`src/design/excr_pkg.sv`:
```
// Shared constants and types for the exception cause record block
package excr_pkg;

    // Register offsets (byte addresses)
    localparam logic [7:0] EXCR_OFS_CAUSE  = 8'h00;
    localparam logic [7:0] EXCR_OFS_STATUS = 8'h04;
    localparam logic [7:0] EXCR_OFS_EPC    = 8'h08;
    localparam logic [7:0] EXCR_OFS_VEC0   = 8'h10;
    localparam logic [7:0] EXCR_OFS_VEC1   = 8'h14;
    localparam logic [7:0] EXCR_OFS_VEC2   = 8'h18;
    localparam logic [7:0] EXCR_OFS_VEC3   = 8'h1c;

    // Cause field positions
    localparam int EXCR_BD_POS = 31;
    localparam int EXCR_IP_LO  = 10;
    localparam int EXCR_SW_LO  = 8;
    localparam int EXCR_EC_LO  = 2;

    // Status field positions and writable bits
    localparam int EXCR_SR_MASK_LO = 10;
    localparam int EXCR_SR_SWM_LO  = 8;
    localparam int EXCR_SR_IEC_POS = 0;
    localparam logic [31:0] EXCR_SR_WR_MASK = 32'hf07f_ff3f;

    // Reset values
    localparam logic [31:0] EXCR_SR_RESET  = 32'h0000_0000;
    localparam logic [31:0] EXCR_EPC_RESET = 32'h0000_0000;
    localparam logic [1:0]  EXCR_SW_RESET  = 2'h0;

    // Size of one instruction, for the delay-slot step back
    localparam logic [31:0] EXCR_INSN_BYTES = 32'h0000_0004;

    // Exception codes
    typedef enum logic [3:0] {
        EXCR_CODE_INT                   = 4'h0,
        EXCR_CODE_XLATE_MODIFY          = 4'h1,
        EXCR_CODE_XLATE_MISS_LOAD       = 4'h2,
        EXCR_CODE_XLATE_MISS_STORE      = 4'h3,
        EXCR_CODE_ADDR_ERR_LOAD         = 4'h4,
        EXCR_CODE_ADDR_ERR_STORE        = 4'h5,
        EXCR_CODE_FETCH_BUS_ERR         = 4'h6,
        EXCR_CODE_DATA_BUS_ERR          = 4'h7,
        EXCR_CODE_SYSCALL               = 4'h8,
        EXCR_CODE_BREAKPOINT            = 4'h9,
        EXCR_CODE_ILLEGAL_INSTR         = 4'ha,
        EXCR_CODE_COPROC_UNUSABLE       = 4'hb
    } excr_code_t;

    // Board interrupt request lines
    typedef struct packed {
        logic fpu_req;
        logic halt_req;
        logic power_fail_req;
        logic memory_error_req;
        logic write_error_req;
        logic tick_100hz_req;
        logic bus_level7_req;
        logic storage_port_req;
        logic network_port_req;
        logic bus_level6_req;
        logic bus_level5_req;
        logic console_req;
        logic timer_req;
        logic bus_level4_req;
    } excr_irq_src_t;

    localparam int EXCR_SRC_W = 14;

    // Exception taken by the pipeline
    typedef struct packed {
        logic       take;
        excr_code_t code;
        logic       in_delay;
        logic [31:0] pc;
    } excr_exc_t;

    // All state of the top module
    typedef struct packed {
        logic [1:0]  soft_irq_pending;
        excr_code_t  exc_code;
        logic        in_delay_slot;
        logic [31:0] exc_return_pc;
        logic [31:0] proc_status_reg;
        logic [31:0] rdata;
        logic [2:0]  top_line;
        logic        top_valid;
    } excr_state_t;

endpackage : excr_pkg

```
`src/design/excr_sync.sv`:
```
// Three-stage synchroniser with agreement filter for board request pins
`timescale 1ns/1ns
module excr_sync
    import excr_pkg::*;
#(
    parameter int W = EXCR_SRC_W
)(
    input  wire logic         clk,
    input  wire logic         rst_n,
    input  wire logic [W-1:0] din,
    output logic      [W-1:0] dout
);

    // Whole state of the synchroniser
    typedef struct packed {
        logic [W-1:0] s1;
        logic [W-1:0] s2;
        logic [W-1:0] s3;
        logic [W-1:0] out;
    } excr_sync_t;

    excr_sync_t st_q;    // Registered state
    excr_sync_t st_d;    // Next state

    // Shift stages; s1 feeds only s2 to limit metastability spread
    always_comb
    begin
        st_d    = st_q;
        st_d.s1 = din;
        st_d.s2 = st_q.s1;
        st_d.s3 = st_q.s2;
        for (int i = 0; i < W; i++)
        begin
            // Accept a change only when two later stages agree
            if (st_q.s2[i] == st_q.s3[i])
            begin
                st_d.out[i] = st_q.s3[i];
            end
        end
    end

    // State register
    always_ff @(posedge clk or negedge rst_n)
    begin
        if (!rst_n)
        begin
            st_q <= '0;
        end
        else
        begin
            st_q <= st_d;
        end
    end

    assign dout = st_q.out;

endmodule : excr_sync

```
`src/design/excr_irq_map.sv`:
```
// Maps board request lines onto pending bits and picks the top line
`timescale 1ns/1ns
module excr_irq_map
    import excr_pkg::*;
(
    input  wire excr_irq_src_t src,
    input  wire logic [5:0]    mask,
    output logic      [5:0]    pending,
    output logic      [2:0]    top_line,
    output logic               top_valid
);

    logic [5:0] raw;    // Unmasked line levels

    // Rank of line: halt, fpu, errors, then 2, 1, 0
    function automatic logic [2:0] excr_pick(input logic [5:0] p);
        logic [2:0] r;
        r = 3'h0;
        if (p[4])
            r = 3'h4;
        else if (p[5])
            r = 3'h5;
        else if (p[3])
            r = 3'h3;
        else if (p[2])
            r = 3'h2;
        else if (p[1])
            r = 3'h1;
        return r;
    endfunction : excr_pick

    // Merge sources sharing a line
    always_comb
    begin
        raw[5] = src.fpu_req;
        raw[4] = src.halt_req;
        raw[3] = src.power_fail_req | src.memory_error_req
               | src.write_error_req;
        raw[2] = src.tick_100hz_req | src.bus_level7_req;
        raw[1] = src.storage_port_req | src.network_port_req
               | src.bus_level6_req;
        raw[0] = src.bus_level5_req | src.console_req
               | src.timer_req | src.bus_level4_req;
    end

    // Only enabled lines become pending
    assign pending   = raw & mask;
    assign top_valid = |pending;
    assign top_line  = excr_pick(pending);

endmodule : excr_irq_map

```
`src/design/excr_top.sv`:
```
// Exception cause, return address and interrupt record for the core
//
// Function
// - Cause 15:10 shows pending hardware interrupts
// - Cause 9:8 are read/write software interrupts
// - Cause 7:6 and 1:0 read zero
// - Cause 5:2 hold last exception code
// - Codes 0-3: interrupt, modify, misses
// - Codes 4-7: address and bus errors
// - Codes 8-11: syscall, breakpoint, illegal, coprocessor
// - Fixed priority: halt, fpu, errors, 2,1,0
// - Sources merge onto lines; vector levels 7-4
// - Return pc takes faulting instruction address
// - Delay slot: return pc is branch address
// - Provide 32-bit processor status register
// - Cause bit 31 flags delay-slot exception
// - Only software bits of cause are writable
// - Pending needs matching status mask bit set
`timescale 1ns/1ns

// How the block behaves, in brief
// Register port
// Every strobe is answered at once
// There are no wait states, so no ready line
// Read data stands one cycle, then reads zero
// Unmapped offsets read zero and ignore writes
// A read beside a write sees the old value
// Cause word
// Assembled on each read, not stored whole
// Only the software bits and the record are stored
// Pending bits are live lines, never latched
// So software sees a request drop at once
// Spare and coprocessor bits always read zero
// Writes touch the software bits only
// Exception record
// Written on the cycle a take is presented
// Code, delay flag and return pc move as one
// A take on every cycle simply overwrites
// Nothing is queued; the last take wins
// In a delay slot the pc steps back one word
// Limitation: no check that pc is word aligned
// Status register
// Holds line masks, soft masks and enables
// Reserved bits are forced to zero on write
// Reset clears it, so all masks start off
// Request pins
// They come from other clock domains
// Each passes four flip-flops before use
// A change counts once two late stages agree
// Trade-off: four cycles of latency for margin
// Glitches of one cycle never reach the pending bits
// Priority report
// Registered, one cycle behind the pending bits
// Dispatch code must allow for that cycle
// Halt ranks above the float unit line
// Then errors, then the three shared lines
// Vector reads
// Acknowledge is a one-cycle combinational pulse
// It starts the chain at the chosen level only
// The chain itself lives with the sources
// Hazard: no response detection here
// A silent chain returns whatever the bus shows
// Interrupt request
// Any enabled line or soft bit, when enabled
// Gated by the current enable bit of status
// Purely combinational from registered state
// Hazard: callers must not sample it mid-write
// Clocking
// One clock, no enable; every flop runs always
// Reset is asynchronous and active low
// Only constants are loaded under reset
// Things left to other blocks
// Status fields beyond masks and enables
// Address translation and its fault sources
// The vector read cycle on the peripheral bus
// The request sources themselves
module excr_top
    import excr_pkg::*;
(
    // Clock and reset
    input  wire logic          CORE_CLK,
    input  wire logic          RESET_N,
    // Register port
    input  wire logic [7:0]    REG_ADDR,
    input  wire logic [31:0]   REG_WDATA,
    input  wire logic          REG_WR,
    input  wire logic          REG_RD,
    output logic      [31:0]   REG_RDATA,
    // Exception taken by the pipeline
    input  wire excr_exc_t     EXC_IN,
    // Board requests and vector bus
    input  wire excr_irq_src_t IRQ_SRC,
    input  wire logic [15:0]   VECTOR_DATA,
    output logic      [3:0]    VECTOR_ACK,
    // Interrupt status towards the core
    output logic      [5:0]    HW_IRQ_PENDING,
    output logic      [1:0]    SOFT_IRQ_PENDING,
    output logic               IRQ_REQUEST,
    output logic      [2:0]    IRQ_TOP_LINE,
    output logic               IRQ_TOP_VALID
);

    // Record state and its next value
    excr_state_t   st_q;       // Registered state
    excr_state_t   st_d;       // Next state
    // Interrupt path
    excr_irq_src_t src_sync;   // Request lines after synchroniser
    logic [5:0]    ip_live;    // Masked pending lines, this cycle
    logic [2:0]    top_line;   // Highest ranked pending line
    logic          top_valid;  // Any line pending
    logic [31:0]   cause_word; // Cause as software reads it
    // Address decode results
    logic          sel_cause;  // Address hits cause
    logic          sel_status; // Address hits status
    logic          sel_epc;    // Address hits return pc
    logic [3:0]    sel_vec;    // Address hits a vector read register
    logic          soft_live;  // Enabled software interrupt

    // Request pins come from other domains, so filter them
    excr_sync #(
        .W    (EXCR_SRC_W)
    ) u_sync (
        .clk  (CORE_CLK),
        .rst_n(RESET_N),
        .din  (IRQ_SRC),
        .dout (src_sync)
    );

    // Merge and rank lines, gated by the status mask
    excr_irq_map u_map (
        .src      (src_sync),
        .mask     (st_q.proc_status_reg[EXCR_SR_MASK_LO +: 6]),
        .pending  (ip_live),
        .top_line (top_line),
        .top_valid(top_valid)
    );

    // Offset match; one helper keeps every decode alike
    function automatic logic excr_hit(
        input logic [7:0] addr,
        input logic [7:0] ofs
    );
        return addr == ofs;
    endfunction : excr_hit

    // Address decode, shared by read and write paths
    always_comb
    begin
        // Full compare, so aliases never hit
        sel_cause  = excr_hit(REG_ADDR, EXCR_OFS_CAUSE);
        sel_status = excr_hit(REG_ADDR, EXCR_OFS_STATUS);
        sel_epc    = excr_hit(REG_ADDR, EXCR_OFS_EPC);
    end

    // One select per vector read register, one word apart
    for (genvar v = 0; v < 4; v++)
    begin : g_vec
        // Lowest level at the lowest offset
        assign sel_vec[v] = excr_hit(REG_ADDR, EXCR_OFS_VEC0 + 8'(4 * v));
    end

    // Cause word assembly; unused bits tie to zero
    always_comb
    begin
        cause_word = '0;
        cause_word[EXCR_BD_POS] = st_q.in_delay_slot;
        // Live lines, not a snapshot, so software sees them drop
        cause_word[EXCR_IP_LO +: 6] = ip_live;
        cause_word[EXCR_SW_LO +: 2] = st_q.soft_irq_pending;
        cause_word[EXCR_EC_LO +: 4] = st_q.exc_code;
    end

    // Software interrupt counts only when its mask bit is set
    assign soft_live = |(st_q.soft_irq_pending
                       & st_q.proc_status_reg[EXCR_SR_SWM_LO +: 2]);

    // Ordering inside the next-state logic
    // Read data is picked first, from old state
    // Writes come next; cause and status only
    // The exception record is written last
    // Record fields and software bits differ,
    // So a take never races a cause write
    // Priority report samples live lines last
    // Next-state logic for the whole record
    always_comb
    begin
        st_d = st_q;

        // Read data stands for one cycle only; idle returns zero
        st_d.rdata = '0;
        if (REG_RD)
        begin
            if (sel_cause)
            begin
                st_d.rdata = cause_word;
            end
            else if (sel_status)
            begin
                st_d.rdata = st_q.proc_status_reg;
            end
            else if (sel_epc)
            begin
                st_d.rdata = st_q.exc_return_pc;
            end
            else if (|sel_vec)
            begin
                // Vector comes back from the acknowledged source
                st_d.rdata = {16'h0000, VECTOR_DATA};
            end
            else
            begin
                // Unmapped address reads as zero
                st_d.rdata = '0;
            end
        end

        // Register writes
        if (REG_WR)
        begin
            if (sel_cause)
            begin
                // Everything but the software bits is ignored
                st_d.soft_irq_pending =
                    REG_WDATA[EXCR_SW_LO +: 2];
            end
            else if (sel_status)
            begin
                // Reserved status bits stay zero
                st_d.proc_status_reg =
                    REG_WDATA & EXCR_SR_WR_MASK;
            end
            else
            begin
                // Return pc and vector registers are read only
                st_d.soft_irq_pending = st_q.soft_irq_pending;
            end
        end

        // Exception record: code, flag and pc move as one
        if (EXC_IN.take)
        begin
            st_d.exc_code      = EXC_IN.code;
            st_d.in_delay_slot = EXC_IN.in_delay;
            if (EXC_IN.in_delay)
            begin
                // Step back one word to the branch or jump
                st_d.exc_return_pc =
                    EXC_IN.pc - EXCR_INSN_BYTES;
            end
            else
            begin
                st_d.exc_return_pc = EXC_IN.pc;
            end
        end

        // Registered priority report, for the handler dispatch
        st_d.top_line  = top_line;
        st_d.top_valid = top_valid;
    end

    // Reset leaves every mask and enable off,
    // So no interrupt escapes before software
    // Has set up the status register
    // State register; constants only under reset
    always_ff @(posedge CORE_CLK or negedge RESET_N)
    begin
        if (!RESET_N)
        begin
            st_q.soft_irq_pending <= EXCR_SW_RESET;
            st_q.exc_code         <= EXCR_CODE_INT;
            st_q.in_delay_slot    <= 1'b0;
            st_q.exc_return_pc    <= EXCR_EPC_RESET;
            st_q.proc_status_reg  <= EXCR_SR_RESET;
            st_q.rdata            <= '0;
            st_q.top_line         <= 3'h0;
            st_q.top_valid        <= 1'b0;
        end
        else
        begin
            st_q <= st_d;
        end
    end

    // Vector read acknowledge: one pulse per read, combinational.
    // The sources on a shared line pass it along their own chain;
    // this block only starts it at the right level.
    assign VECTOR_ACK = REG_RD ? sel_vec : 4'h0;

    // Pending and request follow a mask write
    // In the very next cycle; the priority
    // Report lags them by one cycle more
    // Outputs
    assign REG_RDATA        = st_q.rdata;
    assign HW_IRQ_PENDING   = ip_live;
    assign SOFT_IRQ_PENDING = st_q.soft_irq_pending;
    assign IRQ_TOP_LINE     = st_q.top_line;
    assign IRQ_TOP_VALID    = st_q.top_valid;

    // Core interrupt request, gated by the current enable
    assign IRQ_REQUEST = (|ip_live | soft_live)
                       & st_q.proc_status_reg[EXCR_SR_IEC_POS];

endmodule : excr_top

```
`config.mk`:
```
export PLATFORM = sky130hd
export DESIGN_NAME = excr_top
export DESIGN_NICKNAME = d
export VERILOG_FILES = /design/src/design/excr_pkg.sv /design/src/design/excr_sync.sv /design/src/design/excr_irq_map.sv /design/src/design/excr_top.sv
export SDC_FILE = /design/constraint.sdc
export NUM_CORES = 1
export LEC_CHECK = 0
export ABC_AREA = 1
export ABC_CLOCK_PERIOD_IN_PS = 1300
export BUFFER_PORTS_ARGS = -buffer_cell sky130_fd_sc_hd__buf_4
export CAP_MARGIN = 20
export CORE_ASPECT_RATIO = 2
export CORE_MARGIN = 2
export CORE_UTILIZATION = 54
export DETAILED_ROUTE_END_ITERATION = 8
export PLACE_DENSITY = 0.82
export SETUP_SLACK_MARGIN = 0.5
export SYNTH_ARGS = -nofsm -noshare
export SYNTH_HDL_FRONTEND = slang
export SYNTH_SLANG_ARGS = --single-unit
export TNS_END_PERCENT = 5
```
`constraint.sdc`:
```
create_clock -name CORE_CLK -period 1.3 [get_ports CORE_CLK]
set_input_delay 0.065 -clock CORE_CLK [delete_from_list [all_inputs] [get_ports CORE_CLK]]
set_output_delay 0.065 -clock CORE_CLK [all_outputs]
set_load 0.01 [all_outputs]
```
==> qor.csv, run 1 <==
stage,metric,value,unit
status,status,"finished, violations left",
status,violations,"negative hold slack, negative setup slack",
grt,grt_use_total,30.96,%
worst_setup_path,end_kind,primary output,
clocking,htreeDepth,4,
yosys,syn-cell-area,0.007037,mm2
worst_setup_path,critPathRequiredTime,1240,ps
power,power,11950,uW
sta,finalMaxSlewViolations,0,
floorplanning,start_util,54.78,%
grt,overflow,0,
placed_design,placed_cell_area,0.008403,mm2
worst_setup_path,cp_top_family,compound AO/OA/AOI/OAI gates,
cells_and_area,final_common_cell,dfrtp_1,
worst_setup_path,path_cells,o31ai_2 -> inv_1 -> nor2_1 -> nand3_1 -> o21a_1 -> buf_6,
sta,finalCritPeriodShare,142.6,%
sta,setup_viol,6,
sta,worstMarginPinSlew,520.1,ps
clocking,clkLatencyLatePin,430,ps
cells_and_area,drive_above_1_share,43.38,%
cells_and_area,n_antenna_cell,0,
route,routed_wl,24790,um
sta,clock_skew,11.85,ps
clocking,numCtsBuffers,17,
route,vias,6783,
yosys,synth_edf_count,0,
placed_design,hpwl,12420,um
power,power.density,1071,mW/mm2
floorplanning,fp-row-count,59,
min_path,holdCritPathClass,in2reg,
route,wire_per_inst,20.76,um
worst_setup_path,crit_buf_inv,2,
sta,slew_headroom,65.29,%
cells_and_area,stdcell_area,0.01116,mm2
grt,antenna_found_initial,0,
clocking,ctsRootBufferMaster,clkbuf_16,
yosys,syn_nets,895,
placed_design,io_buffers,153,
power,vdd_drop_max,1135,uV
route,drt_iter0_drc,547,
grt,grt_pass1_vias,6766,
grt,grt_max_degree,44,
power,p_leak,0.005522,uW
worst_setup_path,crit_path_max_incr_delay,410,ps
clocking,cts_tree,yes,
route,drt-met1-wl,8279,um
cells_and_area,syn_to_final_growth,58.53,%
route,drc,0,
worst_setup_path,cp.depth,6,
route,wl_met3,1586,um
grt,grt_pass1_wl,33250,um
clocking,cts_buffer_depth,2,
floorplanning,die_area,0.01402,mm2
yosys,synth-seq-cells,156,
cells_and_area,layout_common_cells,"dfrtp_1 (154), nand2_1 (130), buf_4 (124)",
flow_run,max_cap_violations,0,
floorplanning,ioPinCount,161,
floorplanning,die_x,84.72,um
yosys,yosysSeqAreaShare,55.48,%
sta,hold_slack,-1.560,ps
worst_setup_path,crit_type,reg2out,
worst_setup_path,cp_slowest_cell,dfrtp_1,
floorplanning,die_y,165.4,um
floorplanning,core_area,0.01284,mm2
yosys,yosys_warnings,0,
clocking,cts.sinks,156,
clocking,cts.clk_slew.worst_paths,70,ps
placed_design,place.gp.congestion,0.9043,
sta,rsz0062_at_grt,yes,
worst_setup_path,crit_path_max_fanout,2,
yosys,ys.flop_type,dfrtp_1,
route,via_per_inst,5.681,
yosys,synth.distinct_cells,37,
route,maxUsedRoutingLayer,met4,
route,ant_nets,0,
worst_setup_path,reg2regPathDepth,6,
route,wl_met2,13550,um
cells_and_area,layout.nets,1142,
yosys,synthCells,782,
route,first_pass_iters,5,
min_path,whs_path_depth,4,
sta,clock.fmax,539.5,MHz
cells_and_area,fin_cells,1194,
worst_setup_path,arrival,1790,ps
worst_setup_path,start_kind,register,
sta,setup_slack,-553.7,ps
yosys,synth_area_per_cell,8.998,um2
sta,finalCriticalPeriod,1854,ps
yosys,postSynth.asyncResetShare,100.0,%
sta,hold_viol,1,
placed_design,dp.cells,1065,
[final cells by class]
type	instances	area, um2
repair buffers	295	2868
well taps	152	190.2
multi-input cells	473	3266
clock inverters	14	148.9
clock buffers	18	429.2
inverters	86	347.8
fillers	570	1689
flip-flops and latches	156	3906
[kinds of logic (layout without fill, tap and decap cells)]
| group | after synthesis | in the layout | share of synthesized area [%] |
|---|---|---|---|
| flops | 156 | 156 | 55.48 |
| compound gates | 102 | 102 | 7.806 |
| fa+ha+maj | 15 | 15 | 2.169 |
| buf+inv | 153 | 413 | 11.26 |
| xor+xnor | 10 | 10 | 1.245 |
| simple gates | 346 | 346 | 22.05 |
[cells in the mapped netlist, types with 9 or more instances]
library cell | instances | share of area, %
nand2_1 | 205 | 11
dfrtp_1 | 156 | 55
inv_1 | 85 | 4.5
nor2_1 | 55 | 2.9
buf_4 | 45 | 4.8
nand3_1 | 42 | 3.0
a21oi_1 | 41 | 2.9
o21ai_1 | 28 | 2.0
o21ai_0 | 15 | 1.1
maj3_1 | 14 | 2.0
nand4_1 | 11 | 0.98
buf_2 | 9 | 0.64
nor2_4 | 9 | 1.4
[worst paths after layout]
check	startpoint	endpoint	slack, ps
max	u_sync.dout[5]$_DFFE_PN0N_	IRQ_REQUEST	-550
min	EXC_IN[25]	st_q[93]$_DFFE_PN0P_	-2
max reg2reg	u_sync.dout[5]$_DFFE_PN0N_	IRQ_TOP_LINE[0]$_DFF_PN0_	-70
min reg2reg	u_sync.st_d[33]$_DFF_PN0_	u_sync.st_d[19]$_DFF_PN0_	350
max in group asynchronous	RESET_N	st_q[46]$_DFFE_PN0P_	610
min in group asynchronous	RESET_N	REG_RDATA[8]$_DFF_PN0_	120
[per-stage QoR]
stage          hold WS, ps  worst slack (ps)  utilization, %  TNS (ps)
6_report            -1.560            -553.7           86.85     -1420
5_1_grt              1.042            -592.7           86.85     -1608
4_1_cts             -44.18            -455.3           81.09    -892.5
3_5_place_dp       -0.5914            -98.32           65.42    -428.9
3_3_place_gp        -2.236            -49.71           65.42    -119.2
2_1_floorplan       -230.6             162.8               -         0
[sequential cells by signal, summed over array words and instances (netlist names)]
signal	cells
st_q	57
REG_RDATA	32
u_sync.st_d	28
u_sync.dout	14
u_sync.st_q	14
cause_word	5
IRQ_TOP_LINE	3
SOFT_IRQ_PENDING	2
IRQ_TOP_VALID	1
[tightest hold or removal path: stages]
cell and delay (ps):
buf_4 110, nand3_2 70, nand3_1 80, o21ai_1 60
[what timing repair did]
item	in CTS	in global routing
endpoints found under the hold margin	240	3
pin swaps	86	154
setup buffers	6	6
setup endpoints to repair	136	147
gates resized for setup	158	185
hold buffers	84	1
[power by group]
part	leakage, uW	internal, uW	switching [uW]
logic	0.00329	803	785
clock network	0.000284	2720	2290
registers	0.00195	5120	228
[routing by layer]
layer / GRT usage (%) / up-vias
met5: 0 / -
met2: 56.44 / 437
met1: 33.50 / 3290
met3: 6.610 / 113
met4: 15.37 / 0
li1: - / 2943
Power figures use the tool's default switching activity.
==> run 2: changes to the inputs <==
--- a/config.mk
+++ b/config.mk
@@ -14,7 +14,7 @@
 export CORE_UTILIZATION = 54
 export DETAILED_ROUTE_END_ITERATION = 8
 export PLACE_DENSITY = 0.82
-export SETUP_SLACK_MARGIN = 0.5
+export SETUP_SLACK_MARGIN = 0.15
 export SYNTH_ARGS = -nofsm -noshare
 export SYNTH_HDL_FRONTEND = slang
 export SYNTH_SLANG_ARGS = --single-unit
==> qor.csv, run 2 (same netlist as run 1, synthesis figures left out) <==
stage,metric,value,unit
placed_design,dp.cells,1071,
route,vias,6412,
power,comb_power_share,11.4,%
grt,overflow,0,
sta,setup_slack,-564.7,ps
power,p_seq_share,44.8,%
cells_and_area,drive_above_1_share,27.92,%
status,status,"finished, violations left",
clocking,cts_buffer_depth,2,
flow_run,max_cap_violations,0,
clocking,cts_tree,yes,
cells_and_area,regMostFlops,st_q,
placed_design,pre_cts_ws,-104.5,ps
power,power.share.clock,43.8,%
clocking,cts.sinks,156,
floorplanning,die_y,165.4,um
route,drc,0,
floorplanning,fp-row-count,59,
sta,clock_skew,9.965,ps
route,drt_iter0_drc,573,
power,swShare,25.49,%
route,ant_nets,0,
sta,rsz0062_at_grt,yes,
power,p_leak,0.005034,uW
worst_setup_path,crit_path_max_fanout,2,
power,intPower,8789,uW
grt,antenna_found_initial,0,
power,power.density,1171,mW/mm2
power,p_sw,3007,uW
worst_setup_path,end_kind,primary output,
clocking,clkLatencyLatePin,420,ps
sta,finalCriticalPeriod,1865,ps
clocking,numCtsBuffers,17,
cells_and_area,syn_to_final_growth,43.17,%
cells_and_area,n_antenna_cell,0,
route,first_pass_iters,5,
sta,finalCritPeriodShare,143.4,%
floorplanning,core_area,0.01284,mm2
sta,hold_slack,8.650,ps
placed_design,io_buffers,153,
route,wire_per_inst,16.93,um
grt,grt_pass1_vias,6622,
worst_setup_path,critPathRequiredTime,1240,ps
clocking,cts.clk_slew.worst_paths,70,ps
min_path,holdCritPathClass,in2reg,
sta,worstMarginPinSlew,415.2,ps
cells_and_area,fin_util,78.43,%
sta,slew_headroom,72.32,%
power,vdd_drop_max,1023,uV
worst_setup_path,crit_type,reg2out,
worst_setup_path,start_kind,register,
sta,finalMaxSlewViolations,0,
sta,hold_viol,0,
clocking,htreeDepth,4,
status,violations,negative setup slack,
route,routed_wl,20280,um
worst_setup_path,arrival,1800,ps
route,via_per_inst,5.352,
grt,grt_pass1_wl,32310,um
floorplanning,die_area,0.01402,mm2
placed_design,place.gp.congestion,0.9251,
clocking,ctsRootBufferMaster,clkbuf_16,
floorplanning,die_x,84.72,um
grt,grt_use_total,29.44,%
placed_design,hpwl,12220,um
sta,setup_viol,5,
floorplanning,start_util,54.78,%
cells_and_area,fin_cells,1198,
cells_and_area,final_common_cell,nand2_1,
cells_and_area,layout_common_cells,"nand2_1 (200), buf_4 (193), dfrtp_1 (156)",
floorplanning,ioPinCount,161,
cells_and_area,largest_reg_flops,57,
grt,grt_max_degree,42,
sta,clock.fmax,536.3,MHz
cells_and_area,layout.nets,1146,
run 2: metal layers:
layer / track usage [%] / vias to the layer above / part of all wire [%]
met3: 6.163 / 57 / 6.9
met1: 35.06 / 3047 / 37
met4: 10.46 / 0 / 3.0
met5: 0 / - / 0
li1: - / 2956 / -
met2: 52.36 / 352 / 53
run 2: critical path, stage by stage (launching register included):
cell     delay [ps]
dfrtp_1         400
nor3_2          210
nor2_2           70
nor2_1          170
nand3_1         160
o21a_1          240
buf_6           130
run 2: metrics by stage:
stage	area, um2	TNS [ps]	total power [uW]
detailed placement	8411	-607.4	6396
global route	10070	-1355	12220
floorplan	7042	0	5745
CTS	9982	-1126	11760
global placement	8411	-305.7	6355
finish	10070	-1109	11800
run 2: area by class of cell:
type                            count  area (um2)
Fill cell                         799        2770
Timing Repair Buffer              299        2615
Sequential cell                   156        3904
Inverter                           86       325.3
Clock inverter                     14       176.4
Multi-Input combinational cell    473        2425
Clock buffer                       18       439.2
Tap cell                          152       190.2
run 2: power by group through the flow:
stage	clock (uW)	combinational (uW)	sequential, uW
6_report	5170	1340	5280
5_1_grt	5450	1460	5300
4_1_cts	5200	1290	5270
3_5_place_dp	0	1040	5350
3_3_place_gp	0	1020	5340
2_1_floorplan	0	436	5310
run 2: path summary, 6_finish.rpt:
kind                                                 start                   endpoint  slack, ps  cells after the start
worst min-delay path                            EXC_IN[14]       st_q[82]$_DFFE_PN0P_          9                      3
max in group asynchronous                          RESET_N  u_sync.st_d[37]$_DFF_PN0_        620                      3
worst max register to register  u_sync.dout[5]$_DFFE_PN0N_    REG_RDATA[11]$_DFF_PN0_         90                      6
min in group asynchronous                          RESET_N    REG_RDATA[19]$_DFF_PN0_        110                      2
worst max-delay path            u_sync.dout[9]$_DFFE_PN0N_                IRQ_REQUEST       -560                      6
worst min register to register   u_sync.st_d[28]$_DFF_PN0_  u_sync.st_d[14]$_DFF_PN0_        350                      0
run 2: what timing repair did:
action / in CTS / in global routing
pin swaps: 5 / 14
buffers inserted: 2 / 2
hold endpoints to repair: 238 / 0
hold buffers: 91 / 0
resized for setup: 10 / 26
cloned: 0 / 0
endpoints found under the setup margin: 10 / 22
